===== src/design/gsf_cfg.svh =====
// Constants for the register, segment and flag state block
// Summary of operation
// - Sixteen registers; default operand size 32 bits
// - Extension prefix enables 64-bit size, regs 8-15
// - Byte, word, dword, qword access in 64-bit mode with prefix
// - With prefix, high-byte codes select index lows
// - 64-bit writes all; 32-bit zero-extends
// - 8/16-bit writes keep upper bits
// - Upper eight kept through compatibility round trip
// - Upper halves may drop leaving 64-bit mode
// - Six 16-bit segment selectors
// - Code selector loads only implicitly
// - Fetch address from code selector plus offset
// - Stack uses stack selector; explicitly loadable
// - 64-bit: four bases zero, third/fourth usable
// - 64-bit: no limit checks on any segment
// - 64-bit selector loads still validity checked
// - Reset or init sets flags to 00000002
// - Flag bits 1,3,5,15,22-31 reserved
// - No whole-flags access; groups move only
// - Task switch saves then loads flags
// - Handler call pushes flags onto stack
// - Wide flags: upper 32 reserved
`ifndef GSF_CFG_SVH
`define GSF_CFG_SVH
`define GSF_NUM_GPR 16
`define GSF_FLAGS_RESET 32'h0000_0002
`define GSF_FLAGS_FIXED_MASK 32'hffc0_802a
`define GSF_FLAGS_WRITE_MASK 32'h003f_7fd5
`define GSF_LOW_GROUP_MASK 32'h0000_00d5
`define GSF_SEG_CODE 3'h0
`define GSF_SEG_STACK 3'h1
`define GSF_SEG_DATA 3'h2
`define GSF_SEG_EXTRA 3'h3
`define GSF_SEG_THIRD 3'h4
`define GSF_SEG_FOURTH 3'h5
`define GSF_SEL_RPL_LSB 2
`define GSF_HIGH_BYTE_ALIAS 4'h4
`endif


===== src/design/gsf_pkg.sv =====
// Types shared by the register, segment and flag state block
package gsf_pkg;
  typedef enum logic [3:0] {
    GSF_SZ_BYTE = 4'h1,
    GSF_SZ_WORD = 4'h2,
    GSF_SZ_DWORD = 4'h4,
    GSF_SZ_QWORD = 4'h8
  } gsf_size_t;
  typedef enum logic [2:0] {
    GSF_MODE_LONG = 3'h1,
    GSF_MODE_COMPAT = 3'h2,
    GSF_MODE_LEGACY = 3'h4
  } gsf_mode_t;
  typedef enum logic [3:0] {
    GSF_FL_IDLE = 4'h1,
    GSF_FL_SAVE = 4'h2,
    GSF_FL_LOAD = 4'h4,
    GSF_FL_PUSH = 4'h8
  } gsf_flag_state_t;
endpackage : gsf_pkg


===== src/design/gsf_regmem.sv =====
// Sixteen-entry general register storage with registered reads
`timescale 1ns/1ps
`default_nettype none
module gsf_regmem #(
  parameter int DEPTH = 16,
  parameter int WIDTH = 64
) (
  input wire logic clock,
  input wire logic [$clog2(DEPTH)-1:0] wr_index,
  input wire logic wr_enable,
  input wire logic [WIDTH-1:0] wr_data,
  input wire logic [$clog2(DEPTH)-1:0] rd_index,
  output logic [WIDTH-1:0] rd_data
);
  logic [WIDTH-1:0] mem_reg [DEPTH];

  always_ff @(posedge clock) begin
    if (wr_enable) begin
      mem_reg[wr_index] <= wr_data;
    end
  end

  // Write-through keeps a read after write in the same cycle coherent
  always_ff @(posedge clock) begin
    if (wr_enable && wr_index == rd_index) begin
      rd_data <= wr_data;
    end else begin
      rd_data <= mem_reg[rd_index];
    end
  end
endmodule : gsf_regmem
`default_nettype wire


===== src/design/gsf_state.sv =====
// Architectural register, segment selector and flag state
`timescale 1ns/1ps
`default_nettype none
`include "gsf_cfg.svh"
module gsf_state
  import gsf_pkg::*;
#(
  parameter int NUM_GPR = `GSF_NUM_GPR
) (
  input wire logic clock,
  input wire logic reset,
  input wire logic init,
  input wire gsf_mode_t cpu_mode,
  // Register read/write port from the execute stage
  input wire logic gpr_req,
  input wire logic gpr_write,
  input wire logic [3:0] gpr_code,
  input wire logic gpr_prefix,
  input wire logic gpr_wide,
  input wire logic gpr_byte_op,
  input wire logic gpr_word_op,
  input wire logic [63:0] gpr_wdata,
  output logic [63:0] gpr_rdata,
  output logic gpr_valid,
  output logic gpr_error,
  // Segment selector loads
  input wire logic seg_load,
  input wire logic [2:0] seg_index,
  input wire logic seg_implicit,
  input wire logic [15:0] seg_sel_in,
  input wire logic [63:0] seg_base_in,
  input wire logic seg_sel_ok,
  output logic seg_fault,
  output logic [15:0] code_selector,
  output logic [15:0] stack_selector,
  output logic [15:0] primary_data_selector,
  output logic [15:0] extra_data_selector,
  output logic [15:0] third_data_selector,
  output logic [15:0] fourth_data_selector,
  // Address support
  input wire logic [63:0] next_instruction_offset,
  input wire logic [2:0] addr_seg,
  output logic [63:0] fetch_address,
  output logic [15:0] fetch_selector,
  output logic [63:0] addr_seg_base,
  output logic addr_limit_check,
  // Flag transfers
  input wire logic flag_group_write,
  input wire logic flag_low_byte_only,
  input wire logic [31:0] flag_group_data,
  input wire logic task_switch,
  input wire logic [31:0] task_flags_in,
  input wire logic handler_call,
  output logic [63:0] wide_processor_flags,
  output logic [31:0] flag_save_data,
  output logic task_flags_save,
  output logic stack_flags_push
);
  localparam int IDX_W = $clog2(NUM_GPR);

  logic [31:0] processor_flags_reg;
  logic [15:0] sel_reg [6];
  logic [63:0] base_reg [6];
  gsf_flag_state_t fl_state_reg;
  logic [31:0] task_pending_reg;
  logic [IDX_W-1:0] phys_index;
  logic illegal_access;
  logic [63:0] old_value;
  logic [63:0] merged;
  logic mem_wr;
  logic [63:0] mem_rdata;
  logic pend_write_reg;
  logic [IDX_W-1:0] pend_index_reg;
  logic [63:0] pend_data_reg;
  logic pend_byte_reg;
  logic pend_word_reg;
  logic pend_wide_reg;
  logic pend_high_reg;
  logic pend_read_reg;
  logic [63:0] fetch_base;

  // Byte codes 4..7 alias to high bytes of 0..3 without the prefix
  function automatic logic is_high_byte(input logic [3:0] code, input logic prefix, input logic byte_op);
    is_high_byte = byte_op && !prefix && code[3:2] == 2'h1;
  endfunction : is_high_byte

  // Flat segments report zero base in 64-bit mode
  function automatic logic seg_base_forced(input logic [2:0] idx, input gsf_mode_t mode);
    seg_base_forced = mode == GSF_MODE_LONG && idx != `GSF_SEG_THIRD && idx != `GSF_SEG_FOURTH;
  endfunction : seg_base_forced

  always_comb begin
    illegal_access = 1'b0;
    phys_index = gpr_code[IDX_W-1:0];
    if (is_high_byte(gpr_code, gpr_prefix, gpr_byte_op)) begin
      phys_index = IDX_W'(gpr_code - `GSF_HIGH_BYTE_ALIAS);
    end
    if ((gpr_code[3] || gpr_wide) && !gpr_prefix) begin
      illegal_access = 1'b1;
    end
    if ((gpr_code[3] || gpr_wide) && cpu_mode != GSF_MODE_LONG) begin
      illegal_access = 1'b1;
    end
  end

  // Writes are read-modify-write: capture, then merge next cycle
  always_ff @(posedge clock) begin
    if (reset || init) begin
      pend_write_reg <= 1'b0;
      pend_read_reg <= 1'b0;
      pend_index_reg <= '0;
      pend_data_reg <= '0;
      pend_byte_reg <= 1'b0;
      pend_word_reg <= 1'b0;
      pend_wide_reg <= 1'b0;
      pend_high_reg <= 1'b0;
    end else begin
      pend_write_reg <= gpr_req && gpr_write && !illegal_access;
      pend_read_reg <= gpr_req && !illegal_access;
      pend_index_reg <= phys_index;
      pend_data_reg <= gpr_wdata;
      pend_byte_reg <= gpr_byte_op;
      pend_word_reg <= gpr_word_op && !gpr_byte_op;
      pend_wide_reg <= gpr_wide;
      pend_high_reg <= is_high_byte(gpr_code, gpr_prefix, gpr_byte_op);
    end
  end

  assign old_value = mem_rdata;

  always_comb begin
    merged = old_value;
    if (pend_byte_reg && pend_high_reg) begin
      merged[15:8] = pend_data_reg[7:0];
    end else if (pend_byte_reg) begin
      merged[7:0] = pend_data_reg[7:0];
    end else if (pend_word_reg) begin
      merged[15:0] = pend_data_reg[15:0];
    end else if (pend_wide_reg) begin
      merged = pend_data_reg;
    end else begin
      merged = {32'h0000_0000, pend_data_reg[31:0]};
    end
  end

  assign mem_wr = pend_write_reg;

  // Storage is never cleared on a mode change, so upper eight survive
  // compatibility trips; legacy trips leave them undefined anyway
  gsf_regmem #(
    .DEPTH(NUM_GPR),
    .WIDTH(64)
  ) u_regmem (
    .clock(clock),
    .wr_index(pend_index_reg),
    .wr_enable(mem_wr),
    .wr_data(merged),
    .rd_index(pend_write_reg ? pend_index_reg : phys_index),
    .rd_data(mem_rdata)
  );

  // Read result is formatted for the operand width of the request
  always_ff @(posedge clock) begin
    if (reset || init) begin
      gpr_rdata <= '0;
      gpr_valid <= 1'b0;
      gpr_error <= 1'b0;
    end else begin
      gpr_valid <= pend_read_reg && !pend_write_reg;
      gpr_error <= gpr_req && illegal_access;
      if (pend_read_reg && !pend_write_reg) begin
        if (pend_byte_reg && pend_high_reg) begin
          gpr_rdata <= {56'h0, mem_rdata[15:8]};
        end else if (pend_byte_reg) begin
          gpr_rdata <= {56'h0, mem_rdata[7:0]};
        end else if (pend_word_reg) begin
          gpr_rdata <= {48'h0, mem_rdata[15:0]};
        end else if (pend_wide_reg) begin
          gpr_rdata <= mem_rdata;
        end else begin
          gpr_rdata <= {32'h0, mem_rdata[31:0]};
        end
      end
    end
  end

  // Segment selectors and hidden bases
  always_ff @(posedge clock) begin
    if (reset || init) begin
      for (int i = 0; i < 6; i++) begin
        sel_reg[i] <= 16'h0000;
        base_reg[i] <= 64'h0;
      end
      seg_fault <= 1'b0;
    end else begin
      seg_fault <= 1'b0;
      if (seg_load) begin
        if (seg_index == `GSF_SEG_CODE && !seg_implicit) begin
          seg_fault <= 1'b1;
        end else if (!seg_sel_ok) begin
          seg_fault <= 1'b1;
        end else if (seg_index < 3'h6) begin
          sel_reg[seg_index] <= seg_sel_in;
          base_reg[seg_index] <= seg_base_in;
        end
      end
    end
  end

  always_ff @(posedge clock) begin
    if (reset || init) begin
      code_selector <= 16'h0;
      stack_selector <= 16'h0;
      primary_data_selector <= 16'h0;
      extra_data_selector <= 16'h0;
      third_data_selector <= 16'h0;
      fourth_data_selector <= 16'h0;
    end else begin
      code_selector <= sel_reg[`GSF_SEG_CODE];
      stack_selector <= sel_reg[`GSF_SEG_STACK];
      primary_data_selector <= sel_reg[`GSF_SEG_DATA];
      extra_data_selector <= sel_reg[`GSF_SEG_EXTRA];
      third_data_selector <= sel_reg[`GSF_SEG_THIRD];
      fourth_data_selector <= sel_reg[`GSF_SEG_FOURTH];
    end
  end

  assign fetch_base = seg_base_forced(`GSF_SEG_CODE, cpu_mode) ? 64'h0 : base_reg[`GSF_SEG_CODE];

  always_ff @(posedge clock) begin
    if (reset || init) begin
      fetch_address <= 64'h0;
      fetch_selector <= 16'h0;
      addr_seg_base <= 64'h0;
      addr_limit_check <= 1'b0;
    end else begin
      fetch_address <= fetch_base + next_instruction_offset;
      fetch_selector <= sel_reg[`GSF_SEG_CODE];
      if (addr_seg > 3'h5 || seg_base_forced(addr_seg, cpu_mode)) begin
        addr_seg_base <= 64'h0;
      end else begin
        addr_seg_base <= base_reg[addr_seg];
      end
      addr_limit_check <= cpu_mode != GSF_MODE_LONG;
    end
  end

  // Flags: sequenced save/load for task switch, push on handler call
  always_ff @(posedge clock) begin
    if (reset || init) begin
      processor_flags_reg <= `GSF_FLAGS_RESET;
      fl_state_reg <= GSF_FL_IDLE;
      task_pending_reg <= 32'h0;
      flag_save_data <= 32'h0;
      task_flags_save <= 1'b0;
      stack_flags_push <= 1'b0;
    end else begin
      task_flags_save <= 1'b0;
      stack_flags_push <= 1'b0;
      case (fl_state_reg)
        GSF_FL_IDLE: begin
          if (task_switch) begin
            flag_save_data <= processor_flags_reg;
            task_flags_save <= 1'b1;
            task_pending_reg <= task_flags_in;
            fl_state_reg <= GSF_FL_LOAD;
          end else if (handler_call) begin
            flag_save_data <= processor_flags_reg;
            stack_flags_push <= 1'b1;
            fl_state_reg <= GSF_FL_PUSH;
          end else if (flag_group_write) begin
            // Only group moves exist; no whole-register port
            if (flag_low_byte_only) begin
              processor_flags_reg <= (processor_flags_reg & ~`GSF_LOW_GROUP_MASK)
                | (flag_group_data & `GSF_LOW_GROUP_MASK) | `GSF_FLAGS_RESET;
            end else begin
              processor_flags_reg <= (flag_group_data & `GSF_FLAGS_WRITE_MASK) | `GSF_FLAGS_RESET;
            end
          end
        end
        GSF_FL_LOAD: begin
          processor_flags_reg <= (task_pending_reg & `GSF_FLAGS_WRITE_MASK) | `GSF_FLAGS_RESET;
          fl_state_reg <= GSF_FL_IDLE;
        end
        GSF_FL_PUSH: begin
          fl_state_reg <= GSF_FL_IDLE;
        end
        GSF_FL_SAVE: begin
          fl_state_reg <= GSF_FL_IDLE;
        end
        default: begin
          fl_state_reg <= GSF_FL_IDLE;
        end
      endcase
    end
  end

  always_ff @(posedge clock) begin
    if (reset || init) begin
      wide_processor_flags <= {32'h0, `GSF_FLAGS_RESET};
    end else begin
      wide_processor_flags <= {32'h0, processor_flags_reg};
    end
  end

  a_flags_reset: assert property (@(posedge clock) (reset || init) |=> ##1 wide_processor_flags == 64'h2)
    else $error("flags not at reset value");
  a_reserved_fixed: assert property (@(posedge clock) disable iff (reset)
    (wide_processor_flags[31:0] & `GSF_FLAGS_FIXED_MASK) == `GSF_FLAGS_RESET)
    else $error("reserved flag bits changed");
  a_upper_flags: assert property (@(posedge clock) disable iff (reset) wide_processor_flags[63:32] == 32'h0)
    else $error("upper flag half not zero");
  a_code_explicit: assert property (@(posedge clock) disable iff (reset || init)
    seg_load && !seg_implicit && seg_index == 3'h0 |=> seg_fault && $stable(sel_reg[0]))
    else $error("explicit code selector load accepted");
  a_stack_load: assert property (@(posedge clock) disable iff (reset || init)
    seg_load && seg_sel_ok && seg_index == 3'h1 |=> ##1 stack_selector == $past(seg_sel_in, 2))
    else $error("stack selector load lost");
  a_limit_off: assert property (@(posedge clock) disable iff (reset || init)
    cpu_mode == GSF_MODE_LONG |=> !addr_limit_check)
    else $error("limit check in 64-bit mode");
  a_flat_base: assert property (@(posedge clock) disable iff (reset || init)
    cpu_mode == GSF_MODE_LONG && addr_seg < 3'h4 |=> addr_seg_base == 64'h0)
    else $error("flat segment base not zero");
  a_task_order: assert property (@(posedge clock) disable iff (reset || init)
    task_flags_save |=> (processor_flags_reg & `GSF_FLAGS_WRITE_MASK)
      == ($past(task_pending_reg) & `GSF_FLAGS_WRITE_MASK))
    else $error("task flags not loaded after save");
  a_bad_prefix: assert property (@(posedge clock) disable iff (reset || init)
    gpr_req && gpr_code[3] && !gpr_prefix |=> gpr_error ##1 !gpr_valid)
    else $error("upper register without prefix accepted");
  a_dword_zext: assert property (@(posedge clock) disable iff (reset || init)
    pend_write_reg && !pend_byte_reg && !pend_word_reg && !pend_wide_reg |-> merged[63:32] == 32'h0)
    else $error("dword write not zero-extended");
  a_byte_keep: assert property (@(posedge clock) disable iff (reset || init)
    pend_write_reg && pend_byte_reg && !pend_high_reg |-> merged[63:8] == old_value[63:8])
    else $error("byte write disturbed upper bits");
endmodule : gsf_state
`default_nettype wire


===== config.mk =====
export PLATFORM = sky130hd
export DESIGN_NAME = gsf_state
export DESIGN_NICKNAME = d
export VERILOG_FILES = /design/src/design/gsf_pkg.sv /design/src/design/gsf_regmem.sv /design/src/design/gsf_state.sv
export VERILOG_INCLUDE_DIRS = /design/src /design/src/design
export SDC_FILE = /design/constraint.sdc
export NUM_CORES = 2
export LEC_CHECK = 0
export BUFFER_PORTS_ARGS = -buffer_cell sky130_fd_sc_hd__clkbuf_2
export CELL_PAD_IN_SITES_DETAIL_PLACEMENT = 1
export CELL_PAD_IN_SITES_GLOBAL_PLACEMENT = 1
export CORE_ASPECT_RATIO = 1.4
export CORE_UTILIZATION = 25
export DETAILED_ROUTE_END_ITERATION = 10
export PLACE_DENSITY = 0.47
export REMOVE_ABC_BUFFERS = 1
export SLEW_MARGIN = 5
export SYNTH_ARGS = -nofsm -noshare
export SYNTH_HDL_FRONTEND = slang
export SYNTH_SLANG_ARGS = --single-unit

===== constraint.sdc =====
create_clock -name clock -period 15 [get_ports clock]
set_clock_uncertainty 0.15 [all_clocks]
set_input_delay 2.25 -clock clock [delete_from_list [all_inputs] [get_ports clock]]
set_output_delay 2.25 -clock clock [all_outputs]
set_load 0.005 [all_outputs]

Yosys cells after proc, flatten, opt, wreduce, memory -nomap -nowiden
Memory sizes are Yosys's and may differ from the RTL's. A register that Yosys moved wholly into a read port is not among the register bits.
Index checks and enable logic that the tools add are counted.
{ "classes": {"n_addsub": 2, "n_reduce_logical": 34, "eq_ne": 10, "n_bitwise": 3, "n_lt_le_gt_ge": 2, "n_mux": 46} }
{ "ops": {"columns": ["op", "n"], "rows": [
  ["$mux 64", 7],
  ["$mux 32", 6],
  ["$mux 48", 2],
  ["$add 64x64->64", 1],
  ["$pmux 32 s2", 1],
  ["$reduce_or 64->1", 1],
  ["$mux 56", 1],
  ["$mux 16", 2],
  ["$or 32x8->32", 1],
  ["$mux 8", 3],
  ["$mux 1", 18],
  ["$reduce_or 16->1", 1],
  ["$logic_and 1x1->1", 14],
  ["$mux 3", 4],
  ["$mux 4", 2],
  ["$eq 3x1->1 const B", 2],
  ["$ne 2x2->1 const B", 3],
  ["$ne 3x3->1 const B", 2],
  ["$reduce_or 2->1", 3],
  ["$logic_not 1->1", 5],
  ["$reduce_and 2->1", 2],
  ["$reduce_and 4->1", 1],
  ["$reduce_bool 2->1", 2],
  ["$sub 4x3->4 const B", 1],
  ["9 further kinds", 12]
]} }
{ "totals": {"mem_count": 3, "out_inout_bits": 406, "input_bits": 301, "mem_bits_rw": 1504, "register_bits": 361} }
{ "mem_list": {"columns": ["name", "depth", "width", "read_ports", "rd_clocked_by_memory_dff", "wr", "line_no", "rtl"], "rows": [
  ["u_regmem.mem_reg", 16, 64, 1, 1, 1, "gsf_regmem.sv:15", "logic [WIDTH-1:0] mem_reg [DEPTH];"],
  ["base_reg", 6, 64, 2, 1, 6, "gsf_state.sv:63", "logic [63:0] base_reg [6];"],
  ["sel_reg", 6, 16, 6, 6, 6, "gsf_state.sv:62", "logic [15:0] sel_reg [6];"]
]} }

Logic depth before layout (Yosys ltp)
{ "depth": {"ltp_word": 9, "mapped_depth": 15} }

Hierarchy
From an unflattened synthesis, not the netlist that was laid out.
{ "unflattened": {"cells_unflattened": 5198, "area_unflattened_um2": 81977.4} }
{ "modules_own_cells": {"columns": ["mod", "area_per_inst_um2", "seq_area_each_um2", "n_inst", "cells_per_inst"], "rows": [
  ["gsf_state", 43596.8, 27146.0, 1, 3611],
  ["gsf_regmem", 38380.6, 30829.6, 1, 1587]
]} }

Worst setup path before layout
Ideal clock, no wire load.
{ "synth_timing": {"path_kind": "input to register", "startpoint": "in seg_index[0]", "endpoint": "mem base_reg[4][0] (enable)", "slack_ns": 5.591, "path_buffers": 2, "stages": 4, "setup_time_ns": 0.629, "arrival_time_ns": 8.630, "path_cell_list": "clkbuf_1 -> or3b_2 -> clkbuf_1 -> o21ai_0"} }
{ "synth_rtl": {"columns": ["item", "line_no", "rtl"], "rows": [
  ["start: declaration", "gsf_state.sv:28", "input wire logic [2:0] seg_index,"],
  ["end: declaration", "gsf_state.sv:63", null]
]} }

==> reports/metrics.csv <==
stage,metric,value,unit
pwr,peak supply drop,0.0000987,V
finish,number of flip-flops in the largest register,1024,
clocking,clock transition at the registers of the reported paths,0.06,ns
placement,Placed Area,0.0898,mm2
worst_setup_path,nature of the critical path endpoint,register,
global_routing,vias in the first global route,49969,
clocking,clock tree buffer depth,4,
worst_setup_path,WP data arrival,6.83,ns
detailed_routing,Pre-antenna DRT Iters,5,
worst_setup_path,CP dominant cell by count,buf_4,
detailed_routing,Final ANT Viol Nets,0,
floorplanning,Die H,677,um
worst_hold_path,hold depth,1,
timing,actual slew at the worst max-slew pin,1.16,ns
global_routing,first-pass GRT wire length,366000,um
timing,worst hold slack,0.248,ns
synth,Syn Std Cell Area,0.0813,mm2
floorplanning,die extent in x,484,um
clocking,Clock Tree Root,clkbuf_16,
floorplanning,full die area,0.328,mm2
clocking,Sink Count,2080,
worst_setup_path,critical path class,in2reg,
clocking,postcts setup bufs,0,
finish,final net count,6154,
worst_setup_path,CP top delay family,buffers and inverters,
finish,multi-input logic area,0.0223,mm2
worst_setup_path,Worst Path Required,15.31,ns
worst_setup_path,Reg2Reg Depth,6,
placement,placer congestion estimate,0.790,
global_routing,initial antenna violation count,44,
clocking,H-Tree Level Count,4,
clocking,Clock Latency Late Sink,0.91,ns
floorplanning,Initial Util,25.2,%
timing,Slew HR,22.3,%
clocking,cts bufs inserted,223,
global_routing,GRT Total Usage,15.5,%
floorplanning,io pins,707,
timing,"Hold Vio Cnt, Final",0,
finish,Synth-to-Final Area Change,19.5,%
synth,Synth Register Bits,2080,
finish,most frequent cells in the layout,"edfxtp_1 (1632), clkbuf_2 (616), nor2_1 (579), mux4_2 (448), dfxtp_1 (444)",
worst_setup_path,CP max stage cell,buf_4,
detailed_routing,Post-route DRC,0,
worst_setup_path,crit start category,primary input,
finish,"most common cell after layout, fill and taps aside",edfxtp_1,
pwr,PwrDens,132,mW/mm2
outcome,status,"complete, no violations",
worst_setup_path,CP Cell Sequence,clkbuf_2 > or3_4 > o2111ai_1 > nor2_4 > nand2_1 > o21ai_4 > buf_4 > buf_4,
clocking,cts hold-fix bufs,0,
timing,RSZ-0062 raised after global routing,no,
detailed_routing,DR WL/cell,25.2,um
timing,final critical-path required period,6.51,ns
placement,detailed placement HPWL,153000,um
synth,Synth Flop Type,edfxtp_1,
worst_setup_path,CP max FO,41,
detailed_routing,Via density,4.49,
job,Max-cap violations,0,
synth,register area share after synthesis,71.3,%
timing,Final period util,43.4,%
floorplanning,# rows,247,
detailed_routing,first-iteration detailed-routing DRC count,2813,
synth,"EDFF count, synth",1632,
worst_setup_path,worst stage delay on the critical path,0.81,ns
pwr,Leakage Power,35.0,nW
timing,fmax,154,MHz
finish,Fillers,34087,
clocking,post-CTS sizing,0,
timing,# setup viols final,0,
synth,Yosys warning total,0,
finish,final instance area,0.0971,mm2
synth,cells after synthesis,5009,
finish,Sequential Area,0.0580,mm2
synth,syn_area_per_cell,16.2,um2
floorplanning,core region area,0.323,mm2
synth,asr flop ratio synth,0,%
global_routing,gr ovfl total,0,
detailed_routing,final WL,258000,um
worst_setup_path,Worst path depth,8,
clocking,CTS tree,done,
finish,layout cells sized above 1,26.1,%
worst_hold_path,worst min path class,reg2reg,
detailed_routing,via count,45870,
placement,PortBufs,619,
timing,Slew Limit Fails,0,
synth,synth unique cells,67,
worst_setup_path,CP Buf/Inv Count,3,
global_routing,largest net degree at the start of global routing,114,
-- logic make-up (layout without fill, tap and decap cells) --
family                   after synthesis  in the layout  synth area share, %
adder cells (fa/ha/maj)               65             65                 1.01
XOR/XNOR                              56             56                0.603
multiplexers                         539            539                 13.5
flip-flops                          2080           2080                 71.3
AO/OA/AOI/OAI                        373            373                 2.94
AND/OR/NAND/NOR                     1445           1445                 8.12
other                                  2            197              0.00924
buffers and inverters                449           1227                 2.46
-- per-layer routing --
| layer | track usage (%) | share of wire (%) | vias to the layer above |
|---|---|---|---|
| met1 | 19.1 | 41 | 24178 |
| met3 | 3.25 | 5.7 | 357 |
| met4 | 4.41 | 2.8 | 24 |
| met2 | 27.1 | 50 | 1209 |
| li1 | - | - | 20102 |
| met5 | 0 | 0.062 | - |
-- power breakdown --
group	internal, W	switching (W)
clock network	0.00321	0.00236
registers	0.00636	0.0000714
logic	0.000318	0.000509
-- worst paths after layout --
check | from | to | slack (ns)
setup reg to reg | register | u_regmem.mem_reg[10][9] | 10.05
hold / removal | sel_reg[2][6] | primary_data_selector[6] | 0.25
setup / recovery | seg_index[0] | base_reg[2][61] | 8.49
hold reg to reg | sel_reg[2][6] | primary_data_selector[6] | 0.25
-- final cells by class --
| class | instances | area share (%) |
|---|---|---|
| Tap cell | 4233 | 5.45 |
| Clock buffer | 295 | 6.26 |
| Timing Repair Buffer | 718 | 4.00 |
| Antenna cell | 10 | 0.0258 |
| Multi-Input combinational cell | 2665 | 22.9 |
| Inverter | 100 | 0.386 |
| Sequential cell | 2080 | 59.7 |
| Clock inverter | 114 | 1.22 |
-- cells in the mapped netlist (3+ instances only) --
cell,instances,area (um2)
nand3b_1,3,22.5
nor2b_1,68,425
nand2_1,376,1410
buf_4,75,563
or3_1,3,18.8
mux4_2,448,10100
o21ai_0,55,275
clkbuf_1,210,788
or2_2,4,25.0
a21o_1,21,158
o21bai_1,12,90.1
edfxtp_1,1632,49000
a311oi_1,21,184
a22oi_1,56,420
a211oi_1,9,67.6
o21a_1,9,67.6
dfxtp_1,448,8970
xor2_1,27,236
inv_1,100,375
mux2_2,10,113
nor4_1,5,31.3
nand4_1,18,113
and2_1,267,1670
xnor2_1,29,254
o211ai_1,7,52.6
a221oi_1,4,35.0
buf_2,26,130
a31oi_1,6,37.5
a21boi_0,5,37.5
buf_1,38,143
and3_1,8,50.1
nand3_1,52,260
a21oi_1,143,716
nand2b_1,8,50.1
mux2i_1,81,811
ha_1,64,801
o31ai_1,4,30.0
nor3b_1,7,52.6
nor2_1,590,2210
nor3_1,25,125
-- through the flow --
stage                     cells  TNS, ns  total power (W)  setup slack [ns]  utilization [%]
after global placement     9796        0          0.00739              7.63             27.8
after CTS                 10205        0           0.0130              8.49             30.0
after detailed placement   9796        0          0.00740              7.54             27.8
final                     10215        0           0.0128              8.49             30.0
after floorplan            4845  -279.03          0.00707            -0.897                -
after global routing      10211        0           0.0133              8.36             30.0
(Power assumes the default switching activity.)
